## src/logic/rcu_params.svh

```systemverilog
// Offsets, field positions, reset values and timing for the RTC control block.
// Assumes a byte-addressed register port with one 32-bit word per register.
`ifndef RCU_PARAMS_SVH
`define RCU_PARAMS_SVH
// Register offsets
`define RCU_OFF_SEC 8'h00
`define RCU_OFF_SSEC 8'h04
`define RCU_OFF_TODA 8'h08
`define RCU_OFF_SSECA 8'h0c
`define RCU_OFF_CTRL 8'h10
`define RCU_OFF_TRIM 8'h14
`define RCU_OFF_ISTAT 8'h20
`define RCU_OFF_IMASK 8'h24
// Control field positions
`define RCU_B_WREN 15
`define RCU_B_RDEN 14
`define RCU_B_SELHI 10
`define RCU_B_SELLO 9
`define RCU_B_SQWEN 8
`define RCU_B_SSAL 7
`define RCU_B_TODAL 6
`define RCU_B_RDY 4
`define RCU_B_BUSY 3
`define RCU_B_EN 0
// Field widths and reset values
`define RCU_SSEC_W 12
`define RCU_TODA_W 20
`define RCU_TRIM_W 8
`define RCU_IRQ_W 3
`define RCU_TRIM_RST 8'h00
`define RCU_IMASK_RST 3'h0
// Timing: clock rate, ready window, busy transfer length
`define RCU_CLK_MHZ 250
`define RCU_RDY_TIME_NS 120000
`define RCU_BUSY_CYC 8
`endif

```

## src/logic/rcu_pkg.sv

```systemverilog
// Types shared by the RTC control block.
// Assumes rcu_params.svh is seen by the files that need constants.
package rcu_pkg;
   // Square-wave source selection, in field encoding order
   typedef enum logic [1:0] {
      RCU_SQW_1HZ,
      RCU_SQW_512HZ,
      RCU_SQW_4KHZ,
      RCU_SQW_RSVD
   } rcu_sqw_sel_t;
endpackage

```

## src/logic/rcu_ctrl.sv

```systemverilog
// RTC timekeeping counters, alarms and control register with its register port.
// Assumes lf_tick_in is a one-cycle pulse per 32768 Hz edge, already synchronous.
// rst_n_in is power-on reset; the other reset sources arrive as synchronous levels.
//
// Implementation choice: the plain strobed port.
`include "rcu_params.svh"

////////////////////////////////////////////////////////////////////////////////
// Operation
// RQ1 - Unlock set: trim and run enable writable
// RQ2 - Unlock clear: trim and run enable frozen
// RQ3 - Unlock cleared by every reset source
// RQ4 - Direct read returns live counters
// RQ5 - Software repeats direct reads until equal
// RQ6 - Otherwise synchronised counters, read during ready
// RQ7 - Select field picks 1Hz, 512Hz, 4kHz
// RQ8 - Enable bit drives square wave pin
// RQ9 - Sub-second alarm sets its pending flag
// RQ10 - Sub-second flag wakes the device
// RQ11 - Time-of-day alarm sets its pending flag
// RQ12 - Square wave and flags reset by power-on only
// RQ13 - Alarm matches low 20 seconds bits, interrupts
// RQ14 - Ready held 120us after sync, clearable
// RQ15 - Busy during transfer blocks control writes; the code still lets the ready clear through
// RQ16 - Write zero clears flag, set wins
// RQ17 - Reserved bits read zero, ignore writes
module rcu_ctrl
   import rcu_pkg::*;
#(
   parameter int RDY_CYC = `RCU_RDY_TIME_NS * `RCU_CLK_MHZ / 1000,
   parameter int BUSY_CYC = `RCU_BUSY_CYC
) (
   // Clock and power-on reset
   input wire logic sys_clk_in,
   input wire logic rst_n_in,
   // Warm reset sources
   input wire logic sys_reset_in,
   input wire logic soft_reset_in,
   input wire logic peripheral_reset_request_in,
   input wire logic alt_peripheral_reset_request_in,
   // Low-speed timebase
   input wire logic lf_tick_in,
   // Register port
   input wire logic [7:0] addr_in,
   input wire logic [31:0] wdata_in,
   input wire logic wr_in,
   input wire logic rd_in,
   output logic [31:0] rdata_out,
   // Pins and events
   output logic sqw_out,
   output logic wakeup_out,
   output logic irq_out
);

   ////////////////////////////////////////////////////////////////////////////
   // Declarations

   // Counting state
   logic [2:0] presc_r; // 32k to 4k prescaler
   logic [`RCU_SSEC_W-1:0] ssec_r; // Sub-second count
   logic [31:0] sec_r; // Seconds count
   logic [31:0] sseca_r; // Sub-second alarm reload
   logic [31:0] sacnt_r; // Sub-second alarm counter
   logic [`RCU_TODA_W-1:0] toda_r; // Time-of-day alarm value
   logic [`RCU_TRIM_W-1:0] trim_r; // Oscillator trim
   // Synchronised copies
   logic [`RCU_SSEC_W-1:0] ssec_sh_r;
   logic [31:0] sec_sh_r;
   logic sync_r; // Pulse after each sub-second step
   // Control fields
   logic wr_en_r; // Write unlock
   logic rd_en_r; // Direct read
   logic [1:0] sqw_sel_r; // Square-wave select
   logic sqw_en_r; // Square-wave enable
   logic ssal_r; // Sub-second alarm flag
   logic todal_r; // Time-of-day alarm flag
   logic rdy_r; // Ready flag
   logic en_r; // Counter run enable
   logic ssal_nxt;
   logic todal_nxt;
   logic rdy_nxt;
   // Busy and ready timers
   logic [15:0] busy_cnt_r;
   logic [31:0] rdy_cnt_r;
   logic busy;
   // Interrupt status and mask
   logic [`RCU_IRQ_W-1:0] istat_r;
   logic [`RCU_IRQ_W-1:0] istat_nxt;
   logic [`RCU_IRQ_W-1:0] imask_r;
   logic [`RCU_IRQ_W-1:0] ev;
   logic irq_r;
   logic wake_r;
   logic [31:0] rdata_r;

   ////////////////////////////////////////////////////////////////////////////
   // Decode

   // Any non-power-on reset source
   wire warm_rst = sys_reset_in | soft_reset_in |
                   peripheral_reset_request_in | alt_peripheral_reset_request_in;
   // Address selects
   wire sel_sec = addr_in == `RCU_OFF_SEC;
   wire sel_ssec = addr_in == `RCU_OFF_SSEC;
   wire sel_toda = addr_in == `RCU_OFF_TODA;
   wire sel_sseca = addr_in == `RCU_OFF_SSECA;
   wire sel_ctrl = addr_in == `RCU_OFF_CTRL;
   wire sel_trim = addr_in == `RCU_OFF_TRIM;
   wire sel_istat = addr_in == `RCU_OFF_ISTAT;
   wire sel_imask = addr_in == `RCU_OFF_IMASK;
   // Write strobes
   wire wr_sec = wr_in & sel_sec;
   wire wr_ssec = wr_in & sel_ssec;
   wire wr_toda = wr_in & sel_toda;
   wire wr_sseca = wr_in & sel_sseca;
   wire wr_ctrl = wr_in & sel_ctrl;
   wire wr_imask = wr_in & sel_imask;
   // Trim writes pass only while unlocked
   wire wr_trim = wr_in & sel_trim & wr_en_r; //RQ1 RQ2
   // Control fields frozen while a transfer runs; the ready clear uses wr_ctrl and still passes
   wire ctrl_wr = wr_ctrl & ~busy; //RQ15
   // Run enable needs the unlock as well
   wire en_wr = ctrl_wr & wr_en_r; //RQ1 RQ2
   // Status read clears the sticky bits
   wire istat_rd = rd_in & sel_istat;
   // Transfers that raise busy
   wire xfer_start = wr_sec | wr_ssec | wr_trim; //RQ15

   ////////////////////////////////////////////////////////////////////////////
   // Timebase

   // Sub-second step every eighth low-speed tick
   wire ssec_tick = lf_tick_in & en_r & (presc_r == 3'h7);
   // Seconds step on sub-second wrap
   wire sec_tick = ssec_tick & (ssec_r == {`RCU_SSEC_W{1'b1}});
   wire [31:0] sec_inc = sec_r + 32'h1;
   // Alarm counter wraps from all ones
   wire sa_wrap = ssec_tick & (sacnt_r == 32'hffffffff);
   // Time-of-day compare on the value the seconds count is taking
   wire tod_hit = sec_tick & (sec_inc[`RCU_TODA_W-1:0] == toda_r); //RQ13

   // Prescaler runs only while counting is enabled
   always_ff @(posedge sys_clk_in or negedge rst_n_in) begin
      if (!rst_n_in) begin
         presc_r <= 3'h0;
      end else if (warm_rst || wr_ssec) begin
         presc_r <= 3'h0;
      end else if (lf_tick_in && en_r) begin
         presc_r <= presc_r + 3'h1;
      end
   end

   // Sub-second counter; a write restarts it
   always_ff @(posedge sys_clk_in or negedge rst_n_in) begin
      if (!rst_n_in) begin
         ssec_r <= '0;
      end else if (warm_rst) begin
         ssec_r <= '0;
      end else if (wr_ssec) begin
         ssec_r <= wdata_in[`RCU_SSEC_W-1:0];
      end else if (ssec_tick) begin
         ssec_r <= ssec_r + `RCU_SSEC_W'(1);
      end
   end

   // Seconds counter
   always_ff @(posedge sys_clk_in or negedge rst_n_in) begin
      if (!rst_n_in) begin
         sec_r <= 32'h0;
      end else if (warm_rst) begin
         sec_r <= 32'h0;
      end else if (wr_sec) begin
         sec_r <= wdata_in;
      end else if (sec_tick) begin
         sec_r <= sec_inc;
      end
   end

   // Alarm values and trim
   always_ff @(posedge sys_clk_in or negedge rst_n_in) begin
      if (!rst_n_in) begin
         toda_r <= '0;
         sseca_r <= 32'h0;
         trim_r <= `RCU_TRIM_RST;
      end else if (warm_rst) begin
         toda_r <= '0;
         sseca_r <= 32'h0;
         trim_r <= `RCU_TRIM_RST;
      end else begin
         if (wr_toda) begin
            toda_r <= wdata_in[`RCU_TODA_W-1:0];
         end
         if (wr_sseca) begin
            sseca_r <= wdata_in;
         end
         // Ignored while locked
         if (wr_trim) begin
            trim_r <= wdata_in[`RCU_TRIM_W-1:0]; //RQ1
         end
      end
   end

   // Sub-second alarm counter reloads on write and on wrap
   always_ff @(posedge sys_clk_in or negedge rst_n_in) begin
      if (!rst_n_in) begin
         sacnt_r <= 32'h0;
      end else if (warm_rst) begin
         sacnt_r <= 32'h0;
      end else if (wr_sseca) begin
         sacnt_r <= wdata_in;
      end else if (sa_wrap) begin
         sacnt_r <= sseca_r;
      end else if (ssec_tick) begin
         sacnt_r <= sacnt_r + 32'h1;
      end
   end

   ////////////////////////////////////////////////////////////////////////////
   // Synchronised view and ready window

   // Copies refresh one cycle after each step, once live values settled
   always_ff @(posedge sys_clk_in or negedge rst_n_in) begin
      if (!rst_n_in) begin
         sync_r <= 1'b0;
         ssec_sh_r <= '0;
         sec_sh_r <= 32'h0;
      end else begin
         sync_r <= ssec_tick & ~warm_rst;
         if (sync_r) begin
            ssec_sh_r <= ssec_r; //RQ6
            sec_sh_r <= sec_r;
         end
      end
   end

   // Ready: set on sync, ends after the window or on a software zero
   assign rdy_nxt = sync_r ? 1'b1 : //RQ14
                    (rdy_cnt_r == 32'h1) ? 1'b0 :
                    (wr_ctrl && !wdata_in[`RCU_B_RDY]) ? 1'b0 : rdy_r;

   // Window length counter; a new sync restarts the window
   always_ff @(posedge sys_clk_in or negedge rst_n_in) begin
      if (!rst_n_in) begin
         rdy_r <= 1'b0;
         rdy_cnt_r <= 32'h0;
      end else if (warm_rst) begin
         rdy_r <= 1'b0;
         rdy_cnt_r <= 32'h0;
      end else begin
         rdy_r <= rdy_nxt;
         if (sync_r) begin
            rdy_cnt_r <= 32'(RDY_CYC); //RQ14
         end else if (rdy_cnt_r != 32'h0) begin
            rdy_cnt_r <= rdy_cnt_r - 32'h1;
         end
      end
   end

   // Busy counts out a fixed transfer time
   assign busy = busy_cnt_r != 16'h0;
   always_ff @(posedge sys_clk_in or negedge rst_n_in) begin
      if (!rst_n_in) begin
         busy_cnt_r <= 16'h0;
      end else if (warm_rst) begin
         busy_cnt_r <= 16'h0;
      end else if (xfer_start) begin
         busy_cnt_r <= 16'(BUSY_CYC); //RQ15
      end else if (busy) begin
         busy_cnt_r <= busy_cnt_r - 16'h1;
      end
   end

   ////////////////////////////////////////////////////////////////////////////
   // Control fields

   // Hardware set beats a same-cycle software clear
   assign ssal_nxt = sa_wrap | //RQ9
                     (ssal_r & ~(ctrl_wr & ~wdata_in[`RCU_B_SSAL])); //RQ16
   assign todal_nxt = tod_hit | //RQ11
                      (todal_r & ~(ctrl_wr & ~wdata_in[`RCU_B_TODAL])); //RQ16

   // Warm-reset fields: unlock, direct read, run enable
   always_ff @(posedge sys_clk_in or negedge rst_n_in) begin
      if (!rst_n_in) begin
         wr_en_r <= 1'b0;
         rd_en_r <= 1'b0;
         en_r <= 1'b0;
      end else if (warm_rst) begin
         wr_en_r <= 1'b0; //RQ3
         rd_en_r <= 1'b0;
         en_r <= 1'b0;
      end else begin
         if (ctrl_wr) begin
            wr_en_r <= wdata_in[`RCU_B_WREN];
            rd_en_r <= wdata_in[`RCU_B_RDEN];
         end
         if (en_wr) begin
            en_r <= wdata_in[`RCU_B_EN]; //RQ1
         end
      end
   end

   // Power-on-only fields ride through warm resets
   always_ff @(posedge sys_clk_in or negedge rst_n_in) begin
      if (!rst_n_in) begin
         sqw_sel_r <= 2'h0; //RQ12
         sqw_en_r <= 1'b0;
         ssal_r <= 1'b0;
         todal_r <= 1'b0;
      end else begin
         ssal_r <= ssal_nxt;
         todal_r <= todal_nxt;
         if (ctrl_wr) begin
            sqw_sel_r <= wdata_in[`RCU_B_SELHI:`RCU_B_SELLO];
            sqw_en_r <= wdata_in[`RCU_B_SQWEN];
         end
      end
   end

   ////////////////////////////////////////////////////////////////////////////
   // Interrupts and wake-up

   // Events: ready rise, sub-second alarm, time-of-day alarm
   assign ev = {sync_r, sa_wrap, tod_hit}; //RQ13
   // A new event beats the read that clears it
   assign istat_nxt = ev | (istat_r & ~{`RCU_IRQ_W{istat_rd}});

   // Sticky status, mask and the level output
   always_ff @(posedge sys_clk_in or negedge rst_n_in) begin
      if (!rst_n_in) begin
         istat_r <= '0;
         imask_r <= `RCU_IMASK_RST;
         irq_r <= 1'b0;
      end else if (warm_rst) begin
         istat_r <= '0;
         imask_r <= `RCU_IMASK_RST;
         irq_r <= 1'b0;
      end else begin
         istat_r <= istat_nxt;
         irq_r <= |(istat_nxt & imask_r);
         if (wr_imask) begin
            imask_r <= wdata_in[`RCU_IRQ_W-1:0];
         end
      end
   end

   // Wake-up follows the pending sub-second flag
   always_ff @(posedge sys_clk_in or negedge rst_n_in) begin
      if (!rst_n_in) begin
         wake_r <= 1'b0;
      end else begin
         wake_r <= ssal_nxt; //RQ10
      end
   end

   ////////////////////////////////////////////////////////////////////////////
   // Read path

   // Direct read bypasses the synchronised copy; software must re-read
   wire [31:0] sec_view = rd_en_r ? sec_r : sec_sh_r; //RQ4 RQ5
   wire [`RCU_SSEC_W-1:0] ssec_view = rd_en_r ? ssec_r : ssec_sh_r; //RQ4
   // Control word; reserved bits and left-out enables read zero
   wire [31:0] ctrl_view = {16'h0, wr_en_r, rd_en_r, 3'h0, sqw_sel_r, //RQ17
                            sqw_en_r, ssal_r, todal_r, 1'b0, rdy_r,
                            busy, 2'h0, en_r};
   // Unmapped offsets read zero
   wire [31:0] rd_mux =
      sel_sec ? sec_view :
      sel_ssec ? {20'h0, ssec_view} :
      sel_toda ? {12'h0, toda_r} :
      sel_sseca ? sseca_r :
      sel_ctrl ? ctrl_view :
      sel_trim ? {24'h0, trim_r} :
      sel_istat ? {29'h0, istat_r} :
      sel_imask ? {29'h0, imask_r} : 32'h0;

   // Data stand for the one cycle after the strobe
   always_ff @(posedge sys_clk_in or negedge rst_n_in) begin
      if (!rst_n_in) begin
         rdata_r <= 32'h0;
      end else begin
         rdata_r <= rd_in ? rd_mux : 32'h0;
      end
   end

   ////////////////////////////////////////////////////////////////////////////
   // Square wave and outputs

   // Rates come off the untrimmed sub-second count and the prescaler; trim_r is not applied
   rcu_sqw_gen u_sqw (
      .sys_clk_in(sys_clk_in),
      .rst_n_in(rst_n_in),
      .en_in(sqw_en_r),
      .sel_in(sqw_sel_r),
      .hz1_in(ssec_r[`RCU_SSEC_W-1]),
      .hz512_in(ssec_r[2]),
      .khz4_in(presc_r[2]),
      .sqw_out(sqw_out)
   );

   assign rdata_out = rdata_r;
   assign wakeup_out = wake_r;
   assign irq_out = irq_r;
endmodule

```

## src/logic/rcu_sqw_gen.sv

```systemverilog
// Square-wave output selector for the RTC control block.
// Assumes the sub-second count and the 4 kHz phase come from the parent.
module rcu_sqw_gen
   import rcu_pkg::*;
(
   // Clock and reset
   input wire logic sys_clk_in,
   input wire logic rst_n_in,
   // Controls
   input wire logic en_in,
   input wire logic [1:0] sel_in,
   // Frequency sources
   input wire logic hz1_in,
   input wire logic hz512_in,
   input wire logic khz4_in,
   // Pin
   output logic sqw_out
);
   rcu_sqw_sel_t sel;
   logic pick;

   // Decode the select field
   assign sel = rcu_sqw_sel_t'(sel_in);
   // Reserved code and disable both park the pin low
   assign pick = !en_in ? 1'b0 : //RQ8
                 (sel == RCU_SQW_1HZ) ? hz1_in : //RQ7
                 (sel == RCU_SQW_512HZ) ? hz512_in :
                 (sel == RCU_SQW_4KHZ) ? khz4_in : 1'b0;

   // Registered so the pin never glitches on a select change
   always_ff @(posedge sys_clk_in or negedge rst_n_in) begin
      if (!rst_n_in) begin
         sqw_out <= 1'b0;
      end else begin
         sqw_out <= pick;
      end
   end
endmodule

```

## config.mk

```make
export PLATFORM = sky130hd
export DESIGN_NAME = rcu_ctrl
export DESIGN_NICKNAME = d
export VERILOG_FILES = /design/src/logic/rcu_pkg.sv /design/src/logic/rcu_ctrl.sv /design/src/logic/rcu_sqw_gen.sv
export VERILOG_INCLUDE_DIRS = /design/src /design/src/logic
export SDC_FILE = /design/constraint.sdc
export NUM_CORES = 1
export LEC_CHECK = 0
export BUFFER_PORTS_ARGS = -buffer_cell sky130_fd_sc_hd__buf_2
export CAP_MARGIN = 20
export CORE_MARGIN = 10
export CORE_UTILIZATION = 50
export DETAILED_ROUTE_END_ITERATION = 16
export GPL_TIMING_DRIVEN = 0
export HOLD_SLACK_MARGIN = 0.1
export PLACE_DENSITY = 0.65
export SYNTH_ARGS = -nofsm -noshare
export SYNTH_HDL_FRONTEND = slang
export SYNTH_HIERARCHICAL = 1
export SYNTH_SLANG_ARGS = --single-unit
```

## constraint.sdc

```tcl
create_clock -name sys_clk_in -period 3.2 [get_ports sys_clk_in]
set_clock_uncertainty 0.1 [all_clocks]
set_input_delay 0.64 -clock sys_clk_in [delete_from_list [all_inputs] [get_ports sys_clk_in]]
set_output_delay 0.64 -clock sys_clk_in [all_outputs]
set_load 0.01 [all_outputs]
```

# == Yosys cells after proc, flatten, opt, wreduce, memory -nomap -nowiden ==
# Cells that the tools add are included.
# op_classes
addsub,6
n_eq_ne,14
n_mux,53
bitwise,38
reduce_logical,22
# ops
cell,n
$mux 32,18
$add 32x1->32 const B,2
$mux 16,4
$mux 12,4
$mux 20,2
$eq 32x1->1 const B,1
$eq 32x32->1 const B,1
$reduce_bool 32->1,1
$sub 32x1->32 const B,1
$mux 8,3
$and 1x1->1,21
$mux 3,7
$eq 20x20->1,1
$eq 8x4->1 const B,2
$eq 8x5->1 const B,2
$eq 8x6->1 const B,2
$reduce_bool 16->1,1
$sub 16x1->16 const B,1
$mux 1,15
$reduce_bool 2->1,7
$add 12x1->12 const B,1
$eq 12x12->1 const B,1
$reduce_bool 3->1,4
$eq 8x3->1 const B,1
16 further kinds,30
# totals
ff_bits,281
input_bits,49
output_inout_bits,35
elab_cells,158

# == Longest topological paths before layout ==
# logic_depth
word_depth,10
depth_mapped,10
ltp_nobuf,8

# == Hierarchy ==
# Netlist, hierarchy kept.
# by_module_without_submodules
module,instances,cells_per_inst,area_per_inst_um2,seq_area_each_um2
rcu_ctrl,1,1641,15297.2,7006.7
rcu_sqw_gen,1,5,53.8,25.0

# == Worst setup path after synthesis ==
# No wires, ideal clock.
# synth_timing
kind,flip-flop to flip-flop
startpoint,reg busy_cnt_r[0]
endpoint,reg rdata_r[3] (netlist: rdata_out[3])
setup_time_ns,0.119
t_arrival_ns,2.504
t_required_ns,2.981
setup_slack_ns,0.477
path_stages_with_launch,11
n_path_buf,2
period_less_slack_ns,2.723
path_cell_list,dfrtp_1 -> inv_1 -> ha_1 -> or4b_4 -> or4_4 -> buf_6 -> or2_1 -> buf_6 -> a221oi_2 -> o22ai_1 -> o21a_1
# synth_via
elab_chain_cells,7
# synth_rtl
element,line,source
"start, declared",rcu_ctrl.sv:83,logic [15:0] busy_cnt_r;
"start signal, assigned",rcu_ctrl.sv:266,busy_cnt_r <= 16'(BUSY_CYC);
"start signal, assigned",rcu_ctrl.sv:268,busy_cnt_r <= busy_cnt_r - 16'h1;
$reduce_bool 16->1,rcu_ctrl.sv:259,assign busy = busy_cnt_r != 16'h0;
$mux 16,rcu_ctrl.sv:371,sel_ctrl ? ctrl_view :
$mux 32,rcu_ctrl.sv:370,sel_sseca ? sseca_r :
$mux 32,rcu_ctrl.sv:369,"sel_toda ? {12'h0, toda_r} :"
$mux 32,rcu_ctrl.sv:368,"sel_ssec ? {20'h0, ssec_view} :"
$mux 32,rcu_ctrl.sv:367,sel_sec ? sec_view :
$mux 32,rcu_ctrl.sv:381,rdata_r <= rd_in ? rd_mux : 32'h0;
"end signal, assigned",rcu_ctrl.sv:381,
"end, declared",rcu_ctrl.sv:93,logic [31:0] rdata_r;
# Every way passes these cells.
# A chain may end at the register's enable or synchronous reset.

# == Worst setup path after layout ==
# layout_timing
startpoint,reg presc_r[0]
endpoint,reg irq_r (netlist: irq_out)
# layout_via
elab_chain_cells,8
elab_cells_between_ends,9
classes_between,1 x eq/ne; 1 x mux; 6 x bitwise; 1 x reduce/logical
# layout_rtl
element,line,source
"start, declared",rcu_ctrl.sv:59,logic [2:0] presc_r;
"start signal, assigned",rcu_ctrl.sv:148,presc_r <= presc_r + 3'h1;
$eq 3x3->1 *,rcu_ctrl.sv:132,wire ssec_tick = lf_tick_in & en_r & (presc_r == 3'h7);
$and 1x1->1 *,rcu_ctrl.sv:132,
$and 1x1->1,rcu_ctrl.sv:134,wire sec_tick = ssec_tick & (ssec_r == {`RCU_SSEC_W{1'b1}});
$and 1x1->1,rcu_ctrl.sv:139,wire tod_hit = sec_tick & (sec_inc[`RCU_TODA_W-1:0] == toda_r);
$or 3x3->3 *,rcu_ctrl.sv:325,assign istat_nxt = ev | (istat_r & ~{`RCU_IRQ_W{istat_rd}});
$and 3x3->3 *,rcu_ctrl.sv:339,irq_r <= |(istat_nxt & imask_r);
$reduce_or 3->1 *,rcu_ctrl.sv:339,
$mux 1 *,rcu_ctrl.sv:333,end else if (warm_rst) begin
"end signal, assigned",rcu_ctrl.sv:339,
"end, declared",rcu_ctrl.sv:91,logic irq_r;
# Every way passes the cells marked *; elsewhere a longest branch is shown, timed or not.

==> flow_summary.ini <==
[route]
post-route-drc-count = 0
drt_iter0_drc = 1431
routedWlPerCell_um = 24.3
dr_total_vias = 13800
antenna_left = 0
drtPass1Iterations = 5
drt_wl_total_mm = 53.1
via_per_inst = 6.31

[finish]
final_area_sq_um = 17600
fraction_of_final_layout_cells_sized_beyond_drive_strength_1 = 0.131
final_cell_count_no_fill = 2187
multi_input_gate_area_in_the_final_layout_sq_um = 7810
insertedDiodeCount = 0
seq_area_sq_um = 7030
syn_to_final_growth_pct = 14.5
fillCellCount = 2719
final_nets = 1825

[synthesis]
synth_top_area_frac = 0.458
synth-edff-count = 0
synth_area_per_cell_sq_um = 9.33
yosysWarnings = 6
synthDominantAreaCellType = dfrtp_1
synthTopCellsByArea = dfrtp_1, mux2i_1, nand2_1
synth_nets = 1703
post_synth_num_cell_types = 76
synth_most_common_cell = dfrtp_1
total_standard_cell_area_after_synthesis_sq_um = 15400
asyncSetResetFlopFracSynth = 1.00
synth_ff_type = dfrtp_1
synth_commonest_cells = dfrtp_1, nand2_1, nor2_1
seq_area_frac_synth = 0.458
syn-instance-count = 1646
synth-seq-cells = 281

[cts]
clockRootBuffer = clkbuf_16
htreeDepth = 2
bufs_on_longest_clock_path = 3
cts_tree = yes
cts_buf_count = 34
clk_latency_ns = 0.53
clock_sink_count = 281
path_clk_slew_ns = 0.06

[global_routing]
grt_overflow_total = 0
grt_use_total = 0.272
grt_pass1_wl_mm = 81.4
grt_max_degree = 113
first_global_vias = 13500
grt_antenna_before_repair = 0

[timing]
final-setup-viol-count = 0
report.final.hold_viol_count = 0
timing.setup.tns_ns = 0
post-route-period-util = 0.972
max_freq_ghz = 0.321
maxSlewViolCount = 0
post-route-min-period_ns = 3.11
grt_setup_unrepaired = true
tightest_slew_ns = 1.10
timing.max_slew.rel_slack = 0.258
hold_slack_ns = 0.291

[critical_path]
worst_ep_arrival_time_ns = 3.44
r2r.worst_path.cells = 10
required_ns = 3.53
criticalPathCategory = flip-flop to flip-flop
cp_max_fo = 9
worstSetupStartpointType = flip-flop
cp-end-kind = flip-flop

[floorplanning]
ioPinCount = 84
floorplan.initialDensity = 0.504
fp.coreArea_sq_um = 30400
fp.dieArea_sq_um = 38100
horizontal_die_dimension_um = 195
fp.dieH_um = 195
rows = 64

[placement]
routabilityCongestion = 0.962
dp.final_hpwl_mm = 38.4
buffer_ports.inserted = 82
place.detailed.instances = 2127
placed_area_sq_um = 16300

[power]
max-vdd-ir-drop_uv = 307
power.density_cell_area_nw_per_um2 = 470
cellLeakagePower_nw = 7.45

[flow_run]
max_cap_viol_count = 0

[status]
status = finished, final reports clean

[min_path]
worst_hold_path_type = input pin to flip-flop
timing.hold.worst_path_depth = 3
-- placed cells by master, fill, tap and decap left out, types with 12 or more instances in the layout --
cell and instances:
or4_1 14, and4_1 12, o21ai_0 44, nor4_1 14, nor2b_1 16, and2_1 18
nor2_1 160, xor2_1 45, dfrtp_1 281, buf_2 93, nand3_1 59, o31ai_1 17
a21oi_1 132, o211ai_1 12, xnor2_1 51, and3_1 22, inv_1 19, clkbuf_1 87
a211oi_1 40, o21a_1 17, nand2_1 180, nor3_1 41, clkbuf_16 37, mux2_2 47
clkbuf_8 12, buf_1 12, nand4_1 35, mux2i_1 86, o22ai_1 22, or3_1 18
-- cell families (layout without fill, tap and decap cells) --
family | count (synthesis) | count (layout) | synth area share
xor gates and xnor gates | 96 | 96 | 0.0548
AOI/OAI and AO/OA | 362 | 362 | 0.151
adders and majority gates | 8 | 8 | 0.00652
and+or+nand+nor | 631 | 631 | 0.204
buffers and inverters | 135 | 280 | 0.0354
DFF | 281 | 281 | 0.458
muxes | 133 | 133 | 0.0906
-- repair_timing --
item	CTS	global route
gates resized for setup	7	10
pin swaps	0	2
hold buffers	1	0
buffers inserted	0	1
endpoints found under the hold margin	81	0
endpoints found under the setup margin	41	16
-- per-stage QoR --
step	total power (W)	utilization	setup slack (ns)
6_report	0.00825	0.577	0.0893
3_3_place_gp	0.00420	0.534	-4.05
4_1_cts	0.00829	0.576	-0.00570
3_5_place_dp	0.00422	0.537	-0.792
5_1_grt	0.00848	0.577	-0.0541
2_1_floorplan	0.00396	-	0.477
-- layout make-up --
type                       instances  share of cell area
buffer                           115              0.0271
timing repair buffer              87              0.0283
tap                              396              0.0282
inverter                          19             0.00406
multi-input combinational       1230               0.445
clock inverter                     5             0.00427
clock buffer                      54              0.0632
sequential                       281               0.400
-- critical path, stage by stage (launching register included) --
cell and delay, ns:
dfrtp_1 0.37, ha_1 0.16, ha_1 0.21, nand3_4 0.19, or3_1 0.42, clkbuf_1 0.30, a211o_1 0.36, a2111oi_1 0.37
nand4_1 0.15, buf_4 0.19, o21ai_2 0.20
-- state kept, by name, indices dropped and copies added (netlist names), 2 cells and up --
signal / cells
ssec_sh_r: 12
sec_sh_r: 32
busy_cnt_r: 16
imask_r: 3
presc_r: 3
sec_r: 32
trim_r: 8
sqw_sel_r: 2
ssec_r: 12
istat_r: 3
sacnt_r: 32
sseca_r: 32
rdata_out: 32
rdy_cnt_r: 32
toda_r: 20
-- final timing paths --
kind | from | end | slack (ns)
worst max-delay path | presc_r[0] | irq_out | 0.09
max in group asynchronous | rst_n_in | rdata_out[30] | 1.40
worst max register to register | presc_r[0] | irq_out | 0.09
worst min-delay path | wdata_in[22] | sec_r[22] | 0.29
min in group asynchronous | rst_n_in | rdata_out[10] | 0.61
worst min register to register | sec_sh_r[29] | sec_sh_r[29] | 0.40
-- where the power goes --
group | switching [W] | internal [W]
clock network | 0.00156 | 0.00253
registers | 0.0000181 | 0.00357
logic | 0.000390 | 0.000182
-- layer usage --
metal / global-route usage / vias up / wire (um)
met1: 0.369 / 6836 / 22600
met5: 0 / - / 0
met4: 0.105 / 0 / 2020
li1: - / 6187 / -
met3: 0.0505 / 120 / 4640
met2: 0.421 / 654 / 23900
Power figures use the tool's default switching activity.
